--- config.mk ---
export PLATFORM = sky130hd
export DESIGN_NAME = dpioc_top
export DESIGN_NICKNAME = d
export VERILOG_FILES = /design/src/dpioc_pkg.sv /design/src/dpioc_if.sv /design/src/dpioc_edge_det.sv /design/src/dpioc_top.sv
export SDC_FILE = /design/constraint.sdc
export NUM_CORES = 1
export LEC_CHECK = 0
export BUFFER_PORTS_ARGS = -buffer_cell sky130_fd_sc_hd__buf_2
export CAP_MARGIN = 5
export CORE_ASPECT_RATIO = 0.6
export CORE_MARGIN = 3
export CORE_UTILIZATION = 45
export DETAILED_ROUTE_END_ITERATION = 16
export PLACE_DENSITY = 0.78
export SYNTH_ARGS = -nofsm -noshare
export SYNTH_HDL_FRONTEND = slang
export SYNTH_SLANG_ARGS = --single-unit
--- constraint.sdc ---
create_clock -name clk_sys_i -period 1.9 [get_ports clk_sys_i]
set_input_delay 0.38 -clock clk_sys_i [delete_from_list [all_inputs] [get_ports clk_sys_i]]
set_output_delay 0.38 -clock clk_sys_i [all_outputs]
set_load 0.02 [all_outputs]
--- src/dpioc_pkg.sv ---
// dpioc_pkg: constants for the dual port i/o block with comparators
// assumes a single 40 MHz system clock and synchronous reset
package dpioc_pkg;
   localparam int P2_WIDTH = 8;
   localparam int P2_SDI_BIT = 0;
   localparam int P2_SDO_BIT = 7;
   // port3_mode_reg fields
   localparam int MODE_ANALOG_BIT = 1;
   localparam int MODE_WIDTH = 8;
   localparam logic [7:0] MODE_RESET = 8'h00;
   // port_config_reg fields
   localparam int CFG_CMP_OUT_BIT = 0;
   localparam int CFG_LEMI_P2_BIT = 5;
   localparam int CFG_LEMI_P3_BIT = 6;
   localparam int CFG_LEMI_OSC_BIT = 7;
   localparam logic [7:0] CFG_RESET = 8'hfe;
   // interrupt edge select bits
   localparam int IRQ_EDGE_LO_BIT = 6;
   localparam int IRQ_EDGE_HI_BIT = 7;
   typedef enum logic [1:0] {
      DPIOC_EDGE_FALL = 2'h0,
      DPIOC_EDGE_RISE = 2'h1,
      DPIOC_EDGE_BOTH = 2'h2,
      DPIOC_EDGE_BOTH2 = 2'h3
   } dpioc_edge_t;
   localparam int SYNC_STAGES = 2;
endpackage : dpioc_pkg

--- src/dpioc_if.sv ---
// dpioc_if: synchronised port3 inputs passed from the edge detector
// assumes the same clock domain as the top module
`timescale 1ns/1ps
interface dpioc_if;
   logic [2:0] pin_sync;
   logic [2:0] edge_rise;
   logic [2:0] edge_fall;
   modport det (output pin_sync, output edge_rise, output edge_fall);
   modport use_side (input pin_sync, input edge_rise, input edge_fall);
endinterface : dpioc_if

--- src/dpioc_edge_det.sv ---
// dpioc_edge_det: two-stage synchroniser and edge detector for port3 inputs
// assumes raw pins asynchronous; edges seen in the same cycle the second stage takes the new level
`timescale 1ns/1ps
module dpioc_edge_det (
   // clock and reset
   input wire logic clk_sys_i,
   input wire logic sys_rst_i,
   // raw pins
   input wire logic [2:0] pin_i,
   // synchronised results
   dpioc_if.det det
);
   import dpioc_pkg::*;
   logic [2:0] meta;
   logic [2:0] sync;
   logic [2:0] last;
   logic [SYNC_STAGES:0] fill;

   // first stage read only by the second
   always_ff @(posedge clk_sys_i) begin
      if (sys_rst_i) begin
         meta <= 3'h0;
         sync <= 3'h0;
         last <= 3'h0;
         fill <= '0;
      end else begin
         fill <= {fill[SYNC_STAGES-1:0], 1'b1};
         meta <= pin_i;
         sync <= meta;
         last <= sync;
      end
   end

   assign det.pin_sync = sync;
   // edges masked until the last stage holds a real sample, not reset zeros
   assign det.edge_rise = sync & ~last & {3{fill[SYNC_STAGES]}};
   assign det.edge_fall = ~sync & last & {3{fill[SYNC_STAGES]}};

   a_edge_after_sync: assert property (@(posedge clk_sys_i) disable iff (sys_rst_i)
      det.edge_fall[2] |-> $past(sync[2]) && !sync[2])
      else $error("falling edge without synchronised change");
endmodule : dpioc_edge_det

--- src/dpioc_top.sv ---
// dpioc_top: dual general purpose port with comparators and edge interrupts
// assumes analog comparator results arrive as digital levels; serial and timer
// peripherals live outside and hand over their pin signals here.
// Overview of operation
// - eight-line first port, each line input or output on its own
// - one global setting picks push-pull or open-drain for first-port outputs
// - serial enabled: line 0 is data in, line 7 is data out
// - second port: lines 1-3 fixed inputs, lines 4-6 push-pull outputs
// - comparator mode only when mode register bit D1 is set
// - lines 1 and 2 interrupt on falling, rising or both edges
// - line 3 interrupts on falling edge, digital mode only
// - lines 1 and 2 interrupt in both modes; line 1 feeds timer
// - config bit D0 drives comparator results to lines 4 and 5
// - serial enabled: line 4 serial clock, line 5 slave select in slave
// - undriven first-port inputs read the pin level, sampled in three stages
// - analog mode: lines 1,2 positive inputs, line 3 common reference
// - digital mode: line 3 readable and usable as interrupt source three
// - oscillator and both ports low-emission mode independently
// - timer input from line 1, timer output on line 6
// - config bit 0 low-emission, 1 standard; bits 5-7 reset to 1
`timescale 1ns/1ps
module dpioc_top #(
   parameter int P2W = dpioc_pkg::P2_WIDTH
) (
   // clock and reset
   input wire logic clk_sys_i,
   input wire logic sys_rst_i,
   // configuration from the core
   input wire logic [P2W-1:0] p2_dir_out_i,
   input wire logic p2_open_drain_i,
   input wire logic [P2W-1:0] p2_data_out_i,
   input wire logic [2:0] p3_data_out_i,
   input wire logic [dpioc_pkg::MODE_WIDTH-1:0] port3_mode_reg_i,
   input wire logic port3_mode_we_i,
   input wire logic [7:0] port_config_reg_i,
   input wire logic port_config_we_i,
   input wire logic [7:0] irq_ctrl_i,
   // peripheral hand-over
   input wire logic spi_en_i,
   input wire logic spi_master_i,
   input wire logic spi_sdo_i,
   input wire logic spi_sdo_en_i,
   input wire logic spi_clk_out_i,
   input wire logic timer_out_i,
   input wire logic [1:0] cmp_result_i,
   // pins
   input wire logic [P2W-1:0] p2_pin_i,
   output logic [P2W-1:0] p2_pin_o,
   output logic [P2W-1:0] p2_pin_oe_o,
   input wire logic [2:0] p3_in_pin_i,
   output logic [2:0] p3_out_pin_o,
   output logic p34_oe_o,
   output logic p35_oe_o,
   input wire logic p34_pin_i,
   input wire logic p35_pin_i,
   // results to the core
   output logic [P2W-1:0] p2_read_o,
   output logic [2:0] p3_read_o,
   output logic [2:0] irq_o,
   output logic analog_mode_o,
   output logic [2:0] cmp_in_sel_o,
   output logic timer_in_o,
   output logic serial_data_in_pin_o,
   output logic serial_clock_pin_o,
   output logic slave_select_o,
   output logic [2:0] low_emi_o
);
   import dpioc_pkg::*;

   logic [MODE_WIDTH-1:0] port3_mode_reg;
   logic [7:0] port_config_reg;
   logic [P2W-1:0] p2_meta;
   logic [P2W-1:0] p2_sync;
   logic [P2W-1:0] p2_hold;
   logic analog;
   logic cmp_out_en;
   logic [P2W-1:0] next_p2_pin;
   logic [P2W-1:0] next_p2_oe;
   logic [2:0] next_p3_out;
   logic next_p34_oe;
   logic next_p35_oe;
   logic serial_slave;
   logic [2:0] next_irq;
   dpioc_if sync_if ();

   function automatic logic edge_hit(input dpioc_edge_t sel, input logic r, input logic f);
      case (sel)
         DPIOC_EDGE_FALL: edge_hit = f;
         DPIOC_EDGE_RISE: edge_hit = r;
         default: edge_hit = r | f;
      endcase
   endfunction : edge_hit

   dpioc_edge_det u_edge (
      .clk_sys_i(clk_sys_i),
      .sys_rst_i(sys_rst_i),
      .pin_i(p3_in_pin_i),
      .det(sync_if.det)
   );

   // mode and config registers
   always_ff @(posedge clk_sys_i) begin
      if (sys_rst_i) begin
         port3_mode_reg <= MODE_RESET;
         port_config_reg <= CFG_RESET;
      end else begin
         if (port3_mode_we_i) begin
            port3_mode_reg <= port3_mode_reg_i;
         end
         if (port_config_we_i) begin
            port_config_reg <= port_config_reg_i;
         end
      end
   end

   assign analog = port3_mode_reg[MODE_ANALOG_BIT];
   assign cmp_out_en = port_config_reg[CFG_CMP_OUT_BIT];
   // in slave mode line 5 is released and read as the select input
   assign serial_slave = spi_en_i & ~spi_master_i;

   // port 2 input sampling; hold is a third stage that takes sync every cycle
   always_ff @(posedge clk_sys_i) begin
      if (sys_rst_i) begin
         p2_meta <= '0;
         p2_sync <= '0;
         p2_hold <= '0;
      end else begin
         p2_meta <= p2_pin_i;
         p2_sync <= p2_meta;
         p2_hold <= p2_sync;
      end
   end

   // port 2 drive
   always_comb begin
      for (int i = 0; i < P2W; i++) begin
         next_p2_pin[i] = p2_data_out_i[i];
         next_p2_oe[i] = p2_dir_out_i[i];
         if (p2_open_drain_i && p2_dir_out_i[i]) begin
            next_p2_pin[i] = 1'b0;
            next_p2_oe[i] = ~p2_data_out_i[i];
         end
      end
      if (spi_en_i) begin
         next_p2_oe[P2_SDI_BIT] = 1'b0;
         next_p2_pin[P2_SDI_BIT] = 1'b0;
         next_p2_pin[P2_SDO_BIT] = spi_sdo_i;
         next_p2_oe[P2_SDO_BIT] = spi_sdo_en_i;
      end
   end

   // port 3 outputs: lines 4,5,6 as bits 0,1,2
   always_comb begin
      next_p3_out = p3_data_out_i;
      next_p34_oe = 1'b1;
      next_p35_oe = 1'b1;
      if (cmp_out_en) begin
         next_p3_out[1:0] = cmp_result_i;
      end
      if (spi_en_i) begin
         next_p3_out[0] = spi_clk_out_i;
         next_p34_oe = spi_master_i;
         next_p35_oe = spi_master_i;
      end
      next_p3_out[2] = timer_out_i;
   end

   // interrupt requests, one cycle pulse per edge
   always_comb begin
      next_irq[0] = edge_hit(dpioc_edge_t'(irq_ctrl_i[IRQ_EDGE_HI_BIT:IRQ_EDGE_LO_BIT]),
                             sync_if.edge_rise[0], sync_if.edge_fall[0]);
      next_irq[1] = edge_hit(dpioc_edge_t'(irq_ctrl_i[IRQ_EDGE_HI_BIT:IRQ_EDGE_LO_BIT]),
                             sync_if.edge_rise[1], sync_if.edge_fall[1]);
      next_irq[2] = sync_if.edge_fall[2] & ~analog;
   end

   always_ff @(posedge clk_sys_i) begin
      if (sys_rst_i) begin
         p2_pin_o <= '0;
         p2_pin_oe_o <= '0;
         p3_out_pin_o <= 3'h0;
         p34_oe_o <= 1'b1;
         p35_oe_o <= 1'b1;
         irq_o <= 3'h0;
      end else begin
         p2_pin_o <= next_p2_pin;
         p2_pin_oe_o <= next_p2_oe;
         p3_out_pin_o <= next_p3_out;
         p34_oe_o <= next_p34_oe;
         p35_oe_o <= next_p35_oe;
         irq_o <= next_irq;
      end
   end

   // read-back and peripheral feeds
   always_ff @(posedge clk_sys_i) begin
      if (sys_rst_i) begin
         p2_read_o <= '0;
         p3_read_o <= 3'h0;
         analog_mode_o <= 1'b0;
         cmp_in_sel_o <= 3'h0;
         timer_in_o <= 1'b0;
         serial_data_in_pin_o <= 1'b0;
         serial_clock_pin_o <= 1'b0;
         slave_select_o <= 1'b1;
         low_emi_o <= 3'h0;
      end else begin
         p2_read_o <= p2_hold;
         p3_read_o <= sync_if.pin_sync;
         if (analog) begin
            p3_read_o[2] <= 1'b0;
         end
         analog_mode_o <= analog;
         cmp_in_sel_o <= analog ? 3'h7 : 3'h0;
         timer_in_o <= sync_if.pin_sync[0];
         serial_data_in_pin_o <= spi_en_i & p2_hold[P2_SDI_BIT];
         serial_clock_pin_o <= spi_en_i & (spi_master_i ? spi_clk_out_i : p34_pin_i);
         slave_select_o <= serial_slave ? p35_pin_i : 1'b1;
         low_emi_o <= ~{port_config_reg[CFG_LEMI_OSC_BIT], port_config_reg[CFG_LEMI_P3_BIT],
                        port_config_reg[CFG_LEMI_P2_BIT]};
      end
   end

   // all checks sample on the system clock; the assertions sleep through reset, the covers do not
   a_irq3_digital: assert property (@(posedge clk_sys_i) disable iff (sys_rst_i)
      irq_o[2] |-> !$past(analog))
      else $error("line 3 interrupt raised in analog mode");
   a_sdo_follow: assert property (@(posedge clk_sys_i) disable iff (sys_rst_i)
      spi_en_i && spi_sdo_en_i |=> p2_pin_o[P2_SDO_BIT] == $past(spi_sdo_i))
      else $error("serial data out not on line 7");
   a_sdi_input: assert property (@(posedge clk_sys_i) disable iff (sys_rst_i)
      spi_en_i |=> !p2_pin_oe_o[P2_SDI_BIT])
      else $error("serial data in line driven");
   a_open_drain_high: assert property (@(posedge clk_sys_i) disable iff (sys_rst_i)
      p2_open_drain_i && p2_dir_out_i[1] && !spi_en_i |=> p2_pin_o[1] == 1'b0)
      else $error("open drain line drove high");
   a_input_undriven: assert property (@(posedge clk_sys_i) disable iff (sys_rst_i)
      !p2_dir_out_i[3] |=> !p2_pin_oe_o[3])
      else $error("input line driven");
   a_cmp_out_route: assert property (@(posedge clk_sys_i) disable iff (sys_rst_i)
      cmp_out_en && !spi_en_i |=> p3_out_pin_o[1:0] == $past(cmp_result_i))
      else $error("comparator result not on lines 4,5");
   a_timer_out: assert property (@(posedge clk_sys_i) disable iff (sys_rst_i)
      1'b1 |=> p3_out_pin_o[2] == $past(timer_out_i))
      else $error("timer output not on line 6");
   a_low_emi_map: assert property (@(posedge clk_sys_i) disable iff (sys_rst_i)
      port_config_we_i ##1 !port_config_we_i |=>
      low_emi_o[1] == !$past(port_config_reg_i[CFG_LEMI_P3_BIT], 2))
      else $error("low emission mapping wrong");
   a_interrupt_source_one_fall: assert property (@(posedge clk_sys_i) disable iff (sys_rst_i)
      sync_if.edge_fall[0] && irq_ctrl_i[IRQ_EDGE_HI_BIT:IRQ_EDGE_LO_BIT] == 2'h0 |=> irq_o[0])
      else $error("falling edge interrupt missed");
   a_low_emi_p2: assert property (@(posedge clk_sys_i) disable iff (sys_rst_i)
      port_config_we_i ##1 !port_config_we_i |=>
      low_emi_o[0] == !$past(port_config_reg_i[CFG_LEMI_P2_BIT], 2))
      else $error("first port low emission mapping wrong");
   a_low_emi_osc: assert property (@(posedge clk_sys_i) disable iff (sys_rst_i)
      port_config_we_i ##1 !port_config_we_i |=>
      low_emi_o[2] == !$past(port_config_reg_i[CFG_LEMI_OSC_BIT], 2))
      else $error("oscillator low emission mapping wrong");
   a_slave_select_in: assert property (@(posedge clk_sys_i) disable iff (sys_rst_i)
      spi_en_i && !spi_master_i |=> !p35_oe_o && slave_select_o == $past(p35_pin_i))
      else $error("slave select not taken from line 5");
   a_sck_release: assert property (@(posedge clk_sys_i) disable iff (sys_rst_i)
      spi_en_i && !spi_master_i |=> !p34_oe_o)
      else $error("slave drove the serial clock line");
   a_port3_drive: assert property (@(posedge clk_sys_i) disable iff (sys_rst_i)
      !spi_en_i |=> p34_oe_o && p35_oe_o)
      else $error("second port output not driven");
   a_analog_read_zero: assert property (@(posedge clk_sys_i) disable iff (sys_rst_i)
      analog |=> !p3_read_o[2])
      else $error("line 3 read back in analog mode");
   a_analog_flag: assert property (@(posedge clk_sys_i) disable iff (sys_rst_i)
      analog |=> analog_mode_o && cmp_in_sel_o == 3'h7)
      else $error("comparator inputs not selected in analog mode");
   a_timer_in_follow: assert property (@(posedge clk_sys_i) disable iff (sys_rst_i)
      1'b1 |=> timer_in_o == $past(sync_if.pin_sync[0]))
      else $error("timer input not from line 1");
   a_irq2_fall: assert property (@(posedge clk_sys_i) disable iff (sys_rst_i)
      sync_if.edge_fall[1] && irq_ctrl_i[IRQ_EDGE_HI_BIT:IRQ_EDGE_LO_BIT] == 2'h0 |=> irq_o[1])
      else $error("line 2 falling edge interrupt missed");
   a_interrupt_source_one_rise: assert property (@(posedge clk_sys_i) disable iff (sys_rst_i)
      sync_if.edge_rise[0] && irq_ctrl_i[IRQ_EDGE_HI_BIT:IRQ_EDGE_LO_BIT] == 2'h1 |=> irq_o[0])
      else $error("rising edge interrupt missed");
   a_sdi_capture: assert property (@(posedge clk_sys_i) disable iff (sys_rst_i)
      spi_en_i |=> serial_data_in_pin_o == $past(p2_hold[P2_SDI_BIT]))
      else $error("serial data in not taken from line 0");
   a_p2_read_hold: assert property (@(posedge clk_sys_i) disable iff (sys_rst_i)
      1'b1 |=> p2_read_o == $past(p2_hold))
      else $error("first port read not from held level");
   a_push_pull_drive: assert property (@(posedge clk_sys_i) disable iff (sys_rst_i)
      !p2_open_drain_i && p2_dir_out_i[2] |=> p2_pin_oe_o[2] && p2_pin_o[2] == $past(p2_data_out_i[2]))
      else $error("push-pull output not driven");

   c_analog: cover property (@(posedge clk_sys_i) analog && irq_o[0]);
   c_spi_slave: cover property (@(posedge clk_sys_i) spi_en_i && !spi_master_i && !slave_select_o);
   c_irq3: cover property (@(posedge clk_sys_i) irq_o[2]);
   c_open_drain: cover property (@(posedge clk_sys_i) p2_open_drain_i && p2_pin_oe_o[0]);
   c_cmp_out: cover property (@(posedge clk_sys_i) cmp_out_en && p3_out_pin_o[0]);
endmodule : dpioc_top

==> summary.md <==
| Metric | Value |
|---|---|
| Syn nets | 284 |
| Postcts setup bufs | 0 |
| Gpl congestion | 0.710 |
| Sequential share of the synthesized area | 65.4% |
| Fin. max-slew vios | 0 |
| Peak supply drop | 569 uV |
| Worst Hold Class | input port to flop |
| Final worst-path cycle share | 67.0% |
| CP max stage cell | dfxtp_1 |
| Antenna diodes | 0 |
| Largest area contributor in the netlist | dfxtp_1 |
| Fin worst setup slack | 0.627 ns |
| Clk_lat worst skew | 0.33 ns |
| Buf/Inv on CP | 1 |
| Critical Path Max Stage Delay | 0.38 ns |
| RSZ-0062 raised after global routing | no |
| H-tree Lvls | 3 |
| Synth area leaders | dfxtp_1 65%, nor2b_1 11%, and3_1 3.6%, buf_4 3.4%, nand2_1 3.2% |
| 1st-pass router iterations | 4 |
| Status | finished clean |
| Worst slew pin tran | 0.279 ns |
| CTS Buf Count | 9 |
| Routed vias/inst | 4.27 |
| Detailed Route WL | 3.96 mm |
| Fmax | 0.786 GHz |
| Largest net degree at the start of global routing | 56 |
| # DRC | 0 |
| Gr ovfl total | 0 |
| Total leakage power | 1.53 nW |
| Worst Skew | 0.00512 ns |
| Initial antenna violation count | 0 |
| Die Width | 101 microns |
| CORE AREA | 5150 sq um |
| Global-route wire length before repair | 6.25 mm |
| Final Hold Fails | 0 |
| Relative slew slack | 81.4% |
| DIE AREA | 6390 sq um |
| Starting DRT DRC Count | 33 |
| Post-CTS Resized | 0 |
| Vias in the first global route | 1459 |
| Bufs on Longest Clock Path | 2 |
| Top cell type's share of synthesized area | 65.4% |
| Avg WL per Cell | 10.5 microns |
| # hold bufs at CTS | 0 |
| Area Growth Syn to Fin | 28.4% |
| I/O pin count | 115 |
| DIE HEIGHT | 63.2 microns |
| Synth warn | 0 |
| Setup_tns | 0 ns |
| Initial Util | 47.5% |
| CP cell instances | buf_2 |
| Critical Path Fanout Max | 4 |
| Fill count | 444 |
| CP Data Required Time | 1.52 ns |
| GRT Overall Usage | 12.9% |
| Reg clk slew, reported paths | 0.08 ns |
| FF+latch count, synth | 80 |
| Setup WS pre-CTS | 0.668 ns |
| Syn avg cell area | 11.4 sq um |
| Proportion of layout cells with a drive suffix above 1 | 38.7% |
| Cell Pwr Density | 1120 nW/um^2 |
| Arr. time, crit path | 0.89 ns |
| Kind of critical path | flop to output port |
| Critical Path Sink Type | output port |
| Buffers on Ports | 96 |
| Synth cell types | 22 |
| Total number of vias | 1604 |
| Cell Area, Synth | 2450 sq um |
| Post-Syn Instances | 215 |
| Delay-heaviest family, CP | flip-flops |
| Antenna violation net count after detailed routing | 0 |
| Max cap viols | 0 |
| Final Setup Violations | 0 |
| TritonCTS Sinks | 80 |
| Worst setup SP type | flop |
| Root Driver | clkbuf_8 |
| CTS tree | done |
| HPWL after DPL | 2.87 mm |
| Number of core rows | 20 |
| Final Critical Period | 1.27 ns |
| Layout Nets | 374 |
-- logic make-up after synthesis --
kind of cell	share of synthesized area [%]
mux	3.93
compound gates	1.23
flops	65.4
buf+inv	5.72
simple gates	23.7
-- metal layers --
metal  routed length, microns  GRT usage [%]  vias up
li1                         -              -      848
met1                     1790           14.3      688
met2                     1730           20.3       66
met3                      436           7.96        2
met4                       17           4.64        0
met5                        0              0        -
-- layout make-up --
class	instances	area, sq um	share of cell area, %
Clock buffer	9	124	3.94
Clock inverter	7	126	4.02
Inverter	1	3.75	0.119
Multi-Input combinational cell	116	708	22.5
Sequential cell	80	1600	50.9
Tap cell	66	82.6	2.62
Timing Repair Buffer	97	500	15.9
-- per-stage QoR --
| step | util (%) | instances | cell area (sq um) | power, W | hold WS (ns) |
|---|---|---|---|---|---|
| 6_report | 61.0 | 376 | 3150 | 0.00351 | 0.231 |
| 5_1_grt | 61.0 | 376 | 3150 | 0.00367 | 0.201 |
| 4_1_cts | 61.0 | 376 | 3150 | 0.00355 | 0.208 |
| 3_5_place_dp | 56.2 | 360 | 2900 | 0.00205 | 0.402 |
| 3_3_place_gp | 56.2 | 360 | 2900 | 0.00204 | 0.404 |
| 2_1_floorplan | - | 215 | 2450 | 0.00196 | 0.392 |
-- worst paths after layout --
check	startpoint	end	slack (ns)	cells after the start
max	p3_read_o[0]$_SDFF_PP0_	p3_read_o[0]	0.63	1
min	p2_data_out_i[0]	p2_pin_oe_o[0]$_SDFF_PP0_	0.23	2
max reg2reg	port_config_reg[0]$_SDFFE_PP0P_	p3_out_pin_o[0]$_SDFF_PP0_	0.90	3
min reg2reg	port_config_reg[7]$_SDFFE_PP1P_	low_emi_o[2]$_SDFF_PP0_	0.42	1
-- cells in the mapped netlist --
master / instances
dfxtp_1: 80
nor2b_1: 45
nand2_1: 21
and3_1: 14
buf_4: 11
mux2i_1: 7
nand3b_1: 7
nor2_1: 7
a21oi_1: 6
buf_2: 3
buf_6: 3
clkbuf_2: 1
inv_2: 1
mux2_1: 1
mux2_4: 1
nand2_2: 1
nand2b_1: 1
nor2_2: 1
nor2b_2: 1
nor4b_2: 1
or2_1: 1
or2_2: 1
-- layout by cell type, fill, tap and decap left out, types with 2 or more instances in the layout --
cell	count
buf_2	96
dfxtp_1	80
nor2b_1	45
nand2_1	21
and3_1	14
clkbuf_8	9
mux2i_1	7
nor2_1	7
nand3b_1	7
a21oi_1	6
bufinv_16	3
inv_6	2
-- report_power, final --
part	leakage [nW]	switching, W	internal [W]
clock	0.122	0.000613	0.000891
combinational	0.753	0.000131	0.000114
sequential	0.658	0.0000190	0.00174
total	1.53	0.000763	0.00275
No activity file was read; power rests on OpenSTA's default activity.
